<file path="config.mk">
export PLATFORM = sky130hd
export DESIGN_NAME = cpuif_regs
export DESIGN_NICKNAME = d
export VERILOG_FILES = /design/src/pkg/cpuif_pkg.sv /design/src/hdl/cpuif_regs.sv /design/src/hdl/cpuif_route.sv
export VERILOG_INCLUDE_DIRS = /design/src /design/src/pkg
export SDC_FILE = /design/constraint.sdc
export NUM_CORES = 1
export LEC_CHECK = 0
export BUFFER_PORTS_ARGS = -buffer_cell sky130_fd_sc_hd__buf_4
export CORE_ASPECT_RATIO = 1.4
export CORE_MARGIN = 2
export CORE_UTILIZATION = 51
export CTS_CLUSTER_DIAMETER = 100
export DETAILED_ROUTE_END_ITERATION = 10
export PLACE_DENSITY_LB_ADDON = 0.05
export SLEW_MARGIN = 20
export SYNTH_ARGS = -nofsm -noshare
export SYNTH_HDL_FRONTEND = slang
export SYNTH_SLANG_ARGS = --single-unit
</file>
<file path="constraint.sdc">
create_clock -name clk -period 7.1 [get_ports clk]
set_input_delay 0.71 -clock clk [delete_from_list [all_inputs] [get_ports clk]]
set_output_delay 0.71 -clock clk [all_outputs]
set_load 0.02 [all_outputs]
</file>
<file path="src/pkg/cpuif_map.svh">
// Behaviour
// reading the group 1 acknowledge register returns the signalled identifier and acknowledges it
// acknowledge word is 32 bits: identifier in [23:0], [31:24] read zero
// identifier returned only if pending interrupt is signallable and acknowledgeable here
// unobservable highest pending interrupt returns special identifier 1020, 1021 or 1023
// identifier field is 16 or 24 bits; with 16, bits [23:16] read zero
// acknowledge reads are self-synchronising while the core masks interrupts
// non-secure EL1 reaches physical acknowledge only with irq routing 0, else virtual
// acknowledge register is read-only at EL1 to EL3, inaccessible at EL0
// a level whose system-register enable is 0 traps to itself
// trap-all-group-1 set makes non-secure EL1 acknowledge reads trap to EL2
// monitor irq route traps secure EL1, EL2 and unrouted non-secure EL1 reads to EL3
// group 0 enable bit [0] enables group 0; bits [31:1] read zero
// virtual group 0 enable accesses update the virtual group 0 enable bit
// group 0 enable falling with 1-of-N group 0 pending retargets it elsewhere
// every group enable bit resets to 0
// non-secure EL1 reaches physical group 0 enable only with fast routing 0
// trap-all-group-0 set makes non-secure EL1 group 0 enable accesses trap to EL2
// monitor fast route 1 traps secure EL1 and EL2 group 0 enable accesses to EL3
// group 1 enable is banked per security state; bit [0] enables the current state's group
// with EL3 present, banked group 1 enables alias the monitor group 1 enable bits
// virtual group 1 enable accesses update the virtual group 1 enable bit
// group 1 enable falling with 1-of-N group 1 pending retargets it elsewhere
// monitor group 1 enable: bit [1] secure, bit [0] non-secure, each resets 0
// writes to reserved enable bits are ignored; they read zero
// a trapped access changes no state and activates no interrupt
`ifndef CPUIF_MAP_SVH
`define CPUIF_MAP_SVH
`define ID_WIDTH_FULL      24
`define ID_WIDTH_SHORT     16
`define ID_SPECIAL_SECURE  24'h0003fc
`define ID_SPECIAL_NSEC    24'h0003fd
`define ID_SPECIAL_NONE    24'h0003ff
`define ENABLE_BIT         0
`define MON_SECURE_BIT     1
`define MON_NSEC_BIT       0
`define ENABLE_RESET       1'b0
`endif

</file>
<file path="src/pkg/cpuif_pkg.sv">
package cpuif_pkg;
    // which register the core names in a system-register access
    typedef enum logic [1:0] {
        REG_GROUP1_ACK  = 2'b00,
        REG_GROUP0_EN   = 2'b01,
        REG_GROUP1_EN   = 2'b10,
        REG_MON_G1_EN   = 2'b11
    } reg_sel_t;

    // where an access ends up
    typedef enum logic [2:0] {
        RES_DONE    = 3'b000,
        RES_VIRTUAL = 3'b001,
        RES_TRAP_L1 = 3'b010,
        RES_TRAP_L2 = 3'b011,
        RES_TRAP_L3 = 3'b100,
        RES_UNDEF   = 3'b101
    } result_t;

    // system-register request from the core
    typedef struct packed {
        logic        valid;
        logic        write;
        reg_sel_t    sel;
        logic [1:0]  level;
        logic [31:0] wdata;
    } sysreg_req_t;

    // control bits held elsewhere in the core
    typedef struct packed {
        logic       el3_present;
        logic       nonsecure_state_bit;
        logic       monitor_fast_int_route;
        logic       monitor_normal_int_route;
        logic       hyp_fast_irq_routing;
        logic       hyp_normal_irq_routing;
        logic       trap_all_group0;
        logic       trap_all_group1;
        logic [2:0] sysreg_if_on;
        logic       wide_identifier;
    } sysreg_ctl_t;

    // highest priority pending interrupt as the distributor side offers it
    typedef struct packed {
        logic        valid;
        logic        group1;
        logic        secure;
        logic        one_of_n;
        logic        signallable;
        logic [23:0] id;
    } pending_t;

    // answer to the core
    typedef struct packed {
        logic        done;
        result_t     result;
        logic [31:0] rdata;
    } sysreg_rsp_t;
endpackage

</file>
<file path="src/hdl/cpuif_regs.sv">
`timescale 1ns/1ps
`default_nettype none
`include "cpuif_map.svh"
// group 1 acknowledge and group enable registers of the cpu interface
module cpuif_regs
    import cpuif_pkg::*;
#(
    parameter int ID_BITS = `ID_WIDTH_FULL
)(
    input  wire logic        clk,
    input  wire logic        rst,
    input  wire logic        clk_en,
    input  wire sysreg_req_t req,
    input  wire sysreg_ctl_t ctl,
    input  wire pending_t    pending,
    input  wire logic        core_irq_masked,
    output var sysreg_rsp_t  rsp,
    output logic             ack_pulse,
    output logic [23:0]      ack_id,
    output logic             retarget_pulse,
    output logic [23:0]      retarget_id,
    output logic             group0_on,
    output logic             secure_group1_on,
    output logic             nonsecure_group1_on,
    output logic             virt_group0_on,
    output logic             virt_group1_on,
    output logic             virt_group0_wr,
    output logic             virt_group1_wr,
    output logic             ack_sync_hold
);
    // all block state in one record
    typedef struct packed {
        sysreg_rsp_t rsp;
        logic        ack;
        logic [23:0] ack_id;
        logic        retarget;
        logic [23:0] retarget_id;
        logic        g0_en;
        logic        g1s_en;
        logic        g1ns_en;
        logic        vg0;
        logic        vg1;
        logic        vg0_wr;
        logic        vg1_wr;
        logic        sync;
    } state_t;

    state_t  s_q;
    state_t  s_d;
    result_t route;
    logic    nsec;
    logic    id_wide;
    logic    g1_cur;
    logic    g1_new;
    logic    g1_fall_s;
    logic    g1_fall_ns;
    logic [23:0] id_mask;

    cpuif_route u_route (
        .req    (req),
        .ctl    (ctl),
        .result (route)
    );

    // identifier masking: a short implementation clears the upper byte
    always_comb begin
        id_wide = (ID_BITS > `ID_WIDTH_SHORT) && ctl.wide_identifier;
        id_mask = id_wide ? 24'hffffff : 24'h00ffff;
        nsec    = ctl.nonsecure_state_bit | ~ctl.el3_present;
        g1_cur  = nsec ? s_q.g1ns_en : s_q.g1s_en;
        g1_new  = req.wdata[`ENABLE_BIT];
    end

    // next state
    always_comb begin
        s_d            = s_q;
        s_d.rsp.done   = 1'b0;
        s_d.ack        = 1'b0;
        s_d.retarget   = 1'b0;
        s_d.vg0_wr     = 1'b0;
        s_d.vg1_wr     = 1'b0;
        g1_fall_s      = 1'b0;
        g1_fall_ns     = 1'b0;
        if (req.valid) begin
            s_d.rsp.done   = 1'b1;
            s_d.rsp.result = route;
            s_d.rsp.rdata  = 32'h00000000;
            // trapped or undefined accesses leave every register alone
            if (route == RES_DONE) begin
                unique case (req.sel)
                    REG_GROUP1_ACK: begin
                        if (pending.valid && pending.group1 && pending.signallable &&
                            (pending.secure == ~nsec)) begin
                            s_d.rsp.rdata[23:0] = pending.id & id_mask;
                            s_d.ack             = 1'b1;
                            s_d.ack_id          = pending.id & id_mask;
                            // hold off re-signalling until the acknowledge is seen
                            s_d.sync            = core_irq_masked;
                        end else if (pending.valid && pending.group1 && pending.signallable) begin
                            s_d.rsp.rdata[23:0] = pending.secure ? `ID_SPECIAL_SECURE
                                                                 : `ID_SPECIAL_NSEC;
                        end else begin
                            s_d.rsp.rdata[23:0] = `ID_SPECIAL_NONE;
                        end
                    end
                    REG_GROUP0_EN: begin
                        if (req.write) begin
                            s_d.g0_en = req.wdata[`ENABLE_BIT];
                            if (s_q.g0_en && !req.wdata[`ENABLE_BIT] && pending.valid &&
                                !pending.group1 && pending.one_of_n) begin
                                s_d.retarget    = 1'b1;
                                s_d.retarget_id = pending.id;
                            end
                        end
                        s_d.rsp.rdata[`ENABLE_BIT] = req.write ? 1'b0 : s_q.g0_en;
                    end
                    REG_GROUP1_EN: begin
                        if (req.write) begin
                            // one storage bit per bank doubles as the monitor alias
                            if (nsec) begin
                                s_d.g1ns_en = g1_new;
                                g1_fall_ns  = s_q.g1ns_en && !g1_new;
                            end else begin
                                s_d.g1s_en = g1_new;
                                g1_fall_s  = s_q.g1s_en && !g1_new;
                            end
                        end
                        s_d.rsp.rdata[`ENABLE_BIT] = req.write ? 1'b0 : g1_cur;
                    end
                    REG_MON_G1_EN: begin
                        if (req.write) begin
                            s_d.g1s_en  = req.wdata[`MON_SECURE_BIT];
                            s_d.g1ns_en = req.wdata[`MON_NSEC_BIT];
                            g1_fall_s   = s_q.g1s_en && !req.wdata[`MON_SECURE_BIT];
                            g1_fall_ns  = s_q.g1ns_en && !req.wdata[`MON_NSEC_BIT];
                        end
                        s_d.rsp.rdata[`MON_SECURE_BIT] = req.write ? 1'b0 : s_q.g1s_en;
                        s_d.rsp.rdata[`MON_NSEC_BIT]   = req.write ? 1'b0 : s_q.g1ns_en;
                    end
                endcase
                if (pending.valid && pending.group1 && pending.one_of_n &&
                    ((g1_fall_s && pending.secure) || (g1_fall_ns && !pending.secure))) begin
                    s_d.retarget    = 1'b1;
                    s_d.retarget_id = pending.id;
                end
            end else if (route == RES_VIRTUAL) begin
                // virtual copies live in the hypervisor's control register image
                if (req.sel == REG_GROUP0_EN) begin
                    if (req.write) begin
                        s_d.vg0    = req.wdata[`ENABLE_BIT];
                        s_d.vg0_wr = 1'b1;
                    end
                    s_d.rsp.rdata[`ENABLE_BIT] = req.write ? 1'b0 : s_q.vg0;
                end else if (req.sel == REG_GROUP1_EN) begin
                    if (req.write) begin
                        s_d.vg1    = req.wdata[`ENABLE_BIT];
                        s_d.vg1_wr = 1'b1;
                    end
                    s_d.rsp.rdata[`ENABLE_BIT] = req.write ? 1'b0 : s_q.vg1;
                end
            end
        end
        // sync hold lasts one cycle, just long enough for the pending view to drop
        if (s_q.sync && !s_d.ack)
            s_d.sync = 1'b0;
    end

    // register the record; all enables start disabled
    always_ff @(posedge clk or posedge rst) begin
        if (rst) begin
            s_q         <= '0;
            s_q.g0_en   <= `ENABLE_RESET;
            s_q.g1s_en  <= `ENABLE_RESET;
            s_q.g1ns_en <= `ENABLE_RESET;
        end else if (clk_en) begin
            s_q <= s_d;
        end
    end

    // outputs straight from the record
    assign rsp                 = s_q.rsp;
    assign ack_pulse           = s_q.ack;
    assign ack_id              = s_q.ack_id;
    assign retarget_pulse      = s_q.retarget;
    assign retarget_id         = s_q.retarget_id;
    assign group0_on           = s_q.g0_en;
    assign secure_group1_on    = s_q.g1s_en;
    assign nonsecure_group1_on = s_q.g1ns_en;
    assign virt_group0_on      = s_q.vg0;
    assign virt_group1_on      = s_q.vg1;
    assign virt_group0_wr      = s_q.vg0_wr;
    assign virt_group1_wr      = s_q.vg1_wr;
    assign ack_sync_hold       = s_q.sync;
endmodule
`default_nettype wire

</file>
<file path="src/hdl/cpuif_route.sv">
`timescale 1ns/1ps
`default_nettype none
// decides whether an access proceeds, goes virtual or traps
module cpuif_route
    import cpuif_pkg::*;
(
    input  wire sysreg_req_t req,
    input  wire sysreg_ctl_t ctl,
    output var result_t      result
);
    logic g1;
    logic route_hyp;
    logic route_mon;
    logic tall;
    logic nsec;

    always_comb begin
        g1        = (req.sel != REG_GROUP0_EN);
        route_hyp = g1 ? ctl.hyp_normal_irq_routing : ctl.hyp_fast_irq_routing;
        route_mon = g1 ? ctl.monitor_normal_int_route : ctl.monitor_fast_int_route;
        tall      = g1 ? ctl.trap_all_group1 : ctl.trap_all_group0;
        nsec      = ctl.nonsecure_state_bit | ~ctl.el3_present;
        result    = RES_DONE;
        if (req.level == 2'd0) begin
            result = RES_UNDEF;
        end else if (req.sel == REG_MON_G1_EN) begin
            if (req.level != 2'd3 || !ctl.el3_present)
                result = RES_UNDEF;
            else if (!ctl.sysreg_if_on[2])
                result = RES_TRAP_L3;
        end else if (req.sel == REG_GROUP1_ACK && req.write) begin
            result = RES_UNDEF;
        end else if (!ctl.sysreg_if_on[req.level - 2'd1]) begin
            result = (req.level == 2'd1) ? RES_TRAP_L1 :
                     (req.level == 2'd2) ? RES_TRAP_L2 : RES_TRAP_L3;
        end else if (req.level == 2'd1 && nsec && tall) begin
            result = RES_TRAP_L2;
        end else if (ctl.el3_present && route_mon &&
                     (req.level == 2'd2 || (req.level == 2'd1 && (!nsec || !route_hyp)))) begin
            result = RES_TRAP_L3;
        end else if (req.level == 2'd1 && nsec && route_hyp) begin
            result = RES_VIRTUAL;
        end
    end
endmodule
`default_nettype wire

</file>
Word-level counts from Yosys, hierarchy flattened:

Index checks and enable logic that the tools add are counted.

* register bits: 86
* output and inout bits: 94
* logic and storage cells: 165
* input port bits: 83

* magnitude comparators: 1
* add/subtract/negate cells: 1
* reduce and logical (&&, ||, !) cells: 54
* bitwise gates (word level): 6
* mux-type cells: 75
* eq/ne operators: 13

Operators by type and width (count)
* $mux W25: 4
* $mux W94: 1
* $mux W53: 1
* $mux W26: 2
* $mux W24: 2
* $mux W1: 42
* $mux W3: 10
* $and A24 B24 Y24: 1
* $mux W23: 1
* $logic_and A1 B1 Y1: 22
* $mux W22: 1
* $reduce_and A7 Y1: 3
* $reduce_bool A2 Y1: 8
* $reduce_and A5 Y1: 3
* $reduce_and A6 Y1: 2
* $ne A2 B2 Y1 const B: 5
* $logic_not A1 Y1: 8
* $mux W4: 2
* $eq A2 B2 Y1 const B: 3
* $mux W2: 3
* $pmux W1 S2: 3
* $eq A2 B1 Y1 const B: 2
* $logic_not A2 Y1: 2
* $logic_or A1 B1 Y1: 4
* 12 further kinds: 15

Depth between registers and ports, before layout:

* depth after elaboration: 26
* gate-level depth with buffers: 11
* gate-level depth less buffers: 8

Modules after synthesis:

From an unflattened synthesis, not the netlist that was laid out.

* cell total of the unflattened synthesis: 467
* area total of the unflattened synthesis: 4810.9 um^2

By module, submodules not included
* cpuif_regs: area an instance 4501.8 um^2, cells an instance 427, sequential area each 2152.1 um^2, times used 1
* cpuif_route: area an instance 309.0 um^2, cells an instance 40, sequential area each 0.0 um^2, times used 1

Least setup slack after synthesis:

OpenSTA, ideal clock, no wires.

* kind: input-to-reg
* start point: in req[35] (netlist name)
* end point: reg s_q (netlist bit ack_id[10])
* setup slack: 4205 ps
* buffers on the path: 2
* required time: 6975 ps
* stages: 10
* arrival time: 2771 ps
* setup time: 125 ps
* cell sequence: inv_1 -> ha_1 -> buf_6 -> mux2i_1 -> o311a_1 -> o311ai_2 -> a21o_2 -> nor4_4 -> buf_6 -> mux2_2

* word-level cells in the longest chain between the ends: 15
* elaborated cells on any way between the ends: 24
* classes of those cells: eq/ne: 2; mux: 10; reduce/logical: 12

RTL lines
* start, declared: RTL line cpuif_regs.sv:13 `input wire sysreg_req_t req,`
* $ne A2 B1 Y1: RTL line cpuif_route.sv:18 `g1 = (req.sel != REG_GROUP0_EN);`
* $mux W1: RTL line cpuif_route.sv:19 `route_hyp = g1 ? ctl.hyp_normal_irq_routing : ctl.hyp_fast_irq_routing;`
* $logic_not A1 Y1: RTL line cpuif_route.sv:39 `(req.level == 2'd2 || (req.level == 2'd1 && (!nsec || !route_hyp)))) begin`
* $logic_or A1 B1 Y1: RTL line cpuif_route.sv:39
* $logic_and A1 B1 Y1: RTL line cpuif_route.sv:39
* $logic_or A1 B1 Y1: RTL line cpuif_route.sv:39
* $logic_and A1 B1 Y1: RTL line cpuif_route.sv:38 `end else if (ctl.el3_present && route_mon &&`
* $mux W3: RTL line cpuif_route.sv:38
* $mux W3: RTL line cpuif_route.sv:36 `end else if (req.level == 2'd1 && nsec && tall) begin`
* $mux W3: RTL line cpuif_route.sv:33 `end else if (!ctl.sysreg_if_on[req.level - 2'd1]) begin`
* $mux W3: RTL line cpuif_route.sv:31 `end else if (req.sel == REG_GROUP1_ACK && req.write) begin`
* $mux W3: RTL line cpuif_route.sv:26 `end else if (req.sel == REG_MON_G1_EN) begin`
* $mux W3: RTL line cpuif_route.sv:24 `if (req.level == 2'd0) begin`
* $logic_not A3 Y1: RTL line cpuif_regs.sv:89 `if (route == RES_DONE) begin`
* $reduce_and A5 Y1 (no line) (*)
* end, declared: RTL line cpuif_regs.sv:48 `state_t s_q;`

Mark *: on every way between the ends. The rest lies on a longest branch, timed or not.
A chain may end at the register's enable or synchronous reset.

Worst setup path after layout:

* start point: in req[35] (netlist name)
* end point: reg s_q (netlist bit retarget_id[16])

* word-level cells in the longest chain between the ends: 15
* elaborated cells on any way between the ends: 40
* classes of those cells: eq/ne: 4; mux: 17; reduce/logical: 19

RTL lines (RTL line)
* $ne A2 B1 Y1: cpuif_route.sv:18
* $mux W1: cpuif_route.sv:19
* $logic_not A1 Y1: cpuif_route.sv:39
* $logic_or A1 B1 Y1: cpuif_route.sv:39
* $logic_and A1 B1 Y1: cpuif_route.sv:39
* $logic_or A1 B1 Y1: cpuif_route.sv:39
* $logic_and A1 B1 Y1: cpuif_route.sv:38
* $mux W3: cpuif_route.sv:38
* $mux W3: cpuif_route.sv:36
* $mux W3: cpuif_route.sv:33
* $mux W3: cpuif_route.sv:31
* $mux W3: cpuif_route.sv:26
* $mux W3: cpuif_route.sv:24
* $logic_not A3 Y1: cpuif_regs.sv:89
* $reduce_and A6 Y1 (no line)

Several ways; a longest one is shown, not always the timed one. The select of a mux whose other input is x is not followed.

==> impl_metrics.py <==
metrics = {
    "clock_tree": {
        "cts_buffer_depth": 2,
        "insertion_delay_ns": 0.35,
        "post-cts-setup-buffers": 0,
        "clkSinkCount": 86,
        "cts_tree": "yes",
        "root_buffer": "clkbuf_8",
        "cts_max_level": 3,
        "path_clk_slew_ns": 0.08,
        "numCtsBuffers": 9,
        "hold_buffers": 0,
        "post_cts_resized": 0,
    },
    "timing": {
        "fmax_mhz": 275,
        "finalCriticalPeriod_ns": 3.64,
        "drv_slew": 0,
        "maxSlewHeadroom_pct": 36.7,
        "skew_ns": 0.0123,
        "grt_setup_unrepaired": "no",
        "period_share_pct": 51.3,
        "tightest_slew_ns": 0.948,
        "tns_ns": 0,
        "hold_viol_final": 0,
        "fin_hold_ws_ns": 0.489,
        "setup_viol": 0,
    },
    "yosys": {
        "synth_common_cells": "86 x dfrtp_1, 36 x nand2_1, 27 x mux2_2, 25 x inv_1, 24 x o21ai_0",
        "ys_top_cells_by_area": "dfrtp_1 54%, mux2_2 7.6%, mux2_4 7.1%",
        "netlist_instances": 331,
        "yosys_register_bits": 86,
        "netlist.area_leader.share_pct": 53.6,
        "synth_cell_type_count": 48,
        "synthFlopType": "dfrtp_1",
        "avgSynthCellArea_sq_um": 12.1,
        "yosysSeqAreaShare_pct": 53.6,
        "synth-edff-count": 0,
        "synth_top_cell_by_area": "dfrtp_1",
        "synth_most_common_cell": "dfrtp_1",
        "synthArstFlopShare_pct": 100,
        "yosys_warnings": 0,
        "netlist_area_sq_um": 4020,
    },
    "setup_path": {
        "reg2reg_to": "retarget_id[16]",
        "cp.required_ns": 7.33,
        "endpoint_kind": "flip-flop",
        "rrSetupSlack_ns": 4.35,
        "crit_type": "primary input to flip-flop",
        "crit_path_start_kind": "primary input",
        "critPathMaxStageDelay_ns": 0.83,
        "arrival_ns": 3.87,
        "r2r_cells": 5,
        "path_cells": "buf_4 -> inv_1 -> ha_1 -> mux2i_1 -> o311a_1 -> nand4b_1 -> and4_1 -> nand3_2 -> mux2_4",
        "cp_max_fo": 25,
        "slowest_stage": "nand3_2",
        "r2r_start": "secure_group1_on",
    },
    "placed_design": {
        "dpl-instance-area_sq_um": 5060,
        "dp_hpwl_mm": 6.63,
        "numPortBuffers": 138,
        "routabilityCongestion": 0.889,
    },
    "global_route": {
        "grt_pass1_wl_mm": 14.5,
        "grt_pass1_vias": 2988,
        "grt_max_degree": 87,
        "antenna_found_initial": 0,
        "grtUsageTotal_pct": 21.8,
        "gr-total-overflow": 0,
    },
    "drt": {
        "vias": 2999,
        "wire_per_inst_um": 15.9,
        "routed_wl_mm": 9.10,
        "drc": 0,
        "first_pass_iters": 4,
        "final_antenna_net_count": 0,
        "dr.first_iter.drc_count": 217,
        "avgViaCountPerCell": 5.23,
    },
    "worst_hold_path": {
        "holdCritStartpoint": "rsp[33]",
        "hold_depth": 2,
        "hold_class": "flip-flop to flip-flop",
        "min_to": "rsp[33]",
    },
    "floorplanning": {
        "core_area_sq_um": 7700,
        "dieArea_sq_um": 8610,
        "die_w_um": 79.0,
        "start_util_pct": 52.1,
        "dieHeight_um": 109,
        "rows": 38,
        "io_pins": 177,
    },
    "layout": {
        "fill_cells": 617,
        "seqCellArea_sq_um": 2150,
        "nets": 560,
        "layout-drive-gt1-share_pct": 45.0,
        "multi_input_area_sq_um": 1640,
        "diodes": 0,
        "area_delta_synth_final_pct": 31.4,
        "final_area_sq_um": 5280,
    },
    "power": {
        "switching_share_pct": 26.3,
        "combPwrFrac_pct": 14.0,
        "ir_drop_mv": 0.133,
        "clkPwrFrac_pct": 35.0,
        "seqPwrFrac_pct": 51.0,
        "internal_power_mw": 0.741,
        "p_leak_nw": 2.90,
        "powerDensity_nw_per_um2": 191,
        "p_sw_mw": 0.265,
    },
    "run": {
        "drv_cap": 0,
    },
    "run_status": {
        "status": "finished clean",
    },
}
-- power by group through the flow --
stage / Combinational (mW) / Clock (mW) / Sequential [mW]
global placement: 0.140 / 0 / 0.522
CTS: 0.142 / 0.361 / 0.513
floorplan: 0.0638 / 0 / 0.538
detailed placement: 0.141 / 0 / 0.523
finish: 0.141 / 0.353 / 0.513
global route: 0.154 / 0.383 / 0.515
-- sequential cells by signal (all words and copies together) (netlist names) --
name and cells:
virt_group1_wr 1, rsp 28, virt_group1_on 1, group0_on 1, ack_sync_hold 1, ack_id 24
retarget_pulse 1, virt_group0_wr 1, retarget_id 24, virt_group0_on 1, ack_pulse 1, nonsecure_group1_on 1
secure_group1_on 1
-- final cells by class --
| cell class | count | area share, % |
|---|---|---|
| inverter | 25 | 1.80 |
| clock inverter | 5 | 1.26 |
| multi-input combinational | 206 | 31.1 |
| clock buffer | 11 | 2.68 |
| tap | 100 | 2.37 |
| sequential | 86 | 40.8 |
| timing repair buffer | 140 | 20.0 |
-- kinds of logic (layout without fill, tap and decap cells) --
group / count (synthesis) / count (layout) / synth area share, %
AO/OA/AOI/OAI: 56 / 56 / 9.29
XOR/XNOR: 1 / 1 / 0.218
adder cells (fa/ha/maj): 10 / 10 / 3.05
buffers and inverters: 46 / 181 / 6.20
flip-flops: 86 / 86 / 53.6
multiplexers: 61 / 61 / 18.5
other: 1 / 8 / 0.0934
AND/OR/NAND/NOR: 70 / 70 / 9.04
-- stage by stage --
stage / power [mW] / util (%) / setup slack [ns] / instances
after global routing: 1.05 / 68.5 / 3.25 / 573
after detailed placement: 0.664 / 65.7 / 3.07 / 557
after floorplan: 0.602 / - / 4.17 / 338
after global placement: 0.662 / 65.7 / 3.09 / 557
final: 1.01 / 68.5 / 3.46 / 573
after CTS: 1.02 / 68.4 / 3.45 / 573
-- routing by layer --
layer	wire, um	global-route usage (%)	up-vias
li1	-	-	1405
met3	478	5.63	6
met5	0	0	-
met1	3630	26.7	1485
met2	4930	37.6	103
met4	64	7.14	0
-- layout by cell type, fill, tap and decap left out, types with 2 or more instances in the layout --
cell      Yosys  routed
conb_1        1       8
dfrtp_1      86      86
buf_4         8     139
a21oi_1       4       4
mux2i_1      12      12
nand4b_1      2       2
inv_1        25      24
o21ai_1       3       3
nand4_1       8       8
nand3_1       5       5
o22ai_1       2       2
nor2_1       10      10
mux2_2       27      27
nand2_1      36      35
o21ai_0      24      24
a31oi_1       4       4
mux2_1        3       3
a22o_1        6       6
clkbuf_8      0      10
mux2_4       19      19
ha_1          9       9
-- worst max-delay path by stage --
stage          cells past startpoint    start               to  slack [ns]
3_3_place_gp                       9  req[35]   retarget_id[9]        3.09
3_5_place_dp                       9  req[35]  retarget_id[14]        3.07
2_1_floorplan                      1      rst        ack_id[0]        4.17
5_1_grt                            9  req[35]   retarget_id[2]        3.25
6_report                           9  req[35]  retarget_id[16]        3.46
4_1_cts                            9  req[35]   retarget_id[3]        3.45
-- critical path, delay by kind of cell --
family	cells	cell delay, ns
buf+inv	2	0.19
fa+ha+maj	1	0.35
mux	2	0.75
compound gates	1	0.39
simple gates	3	1.46
No activity file was read; power rests on OpenSTA's default activity.
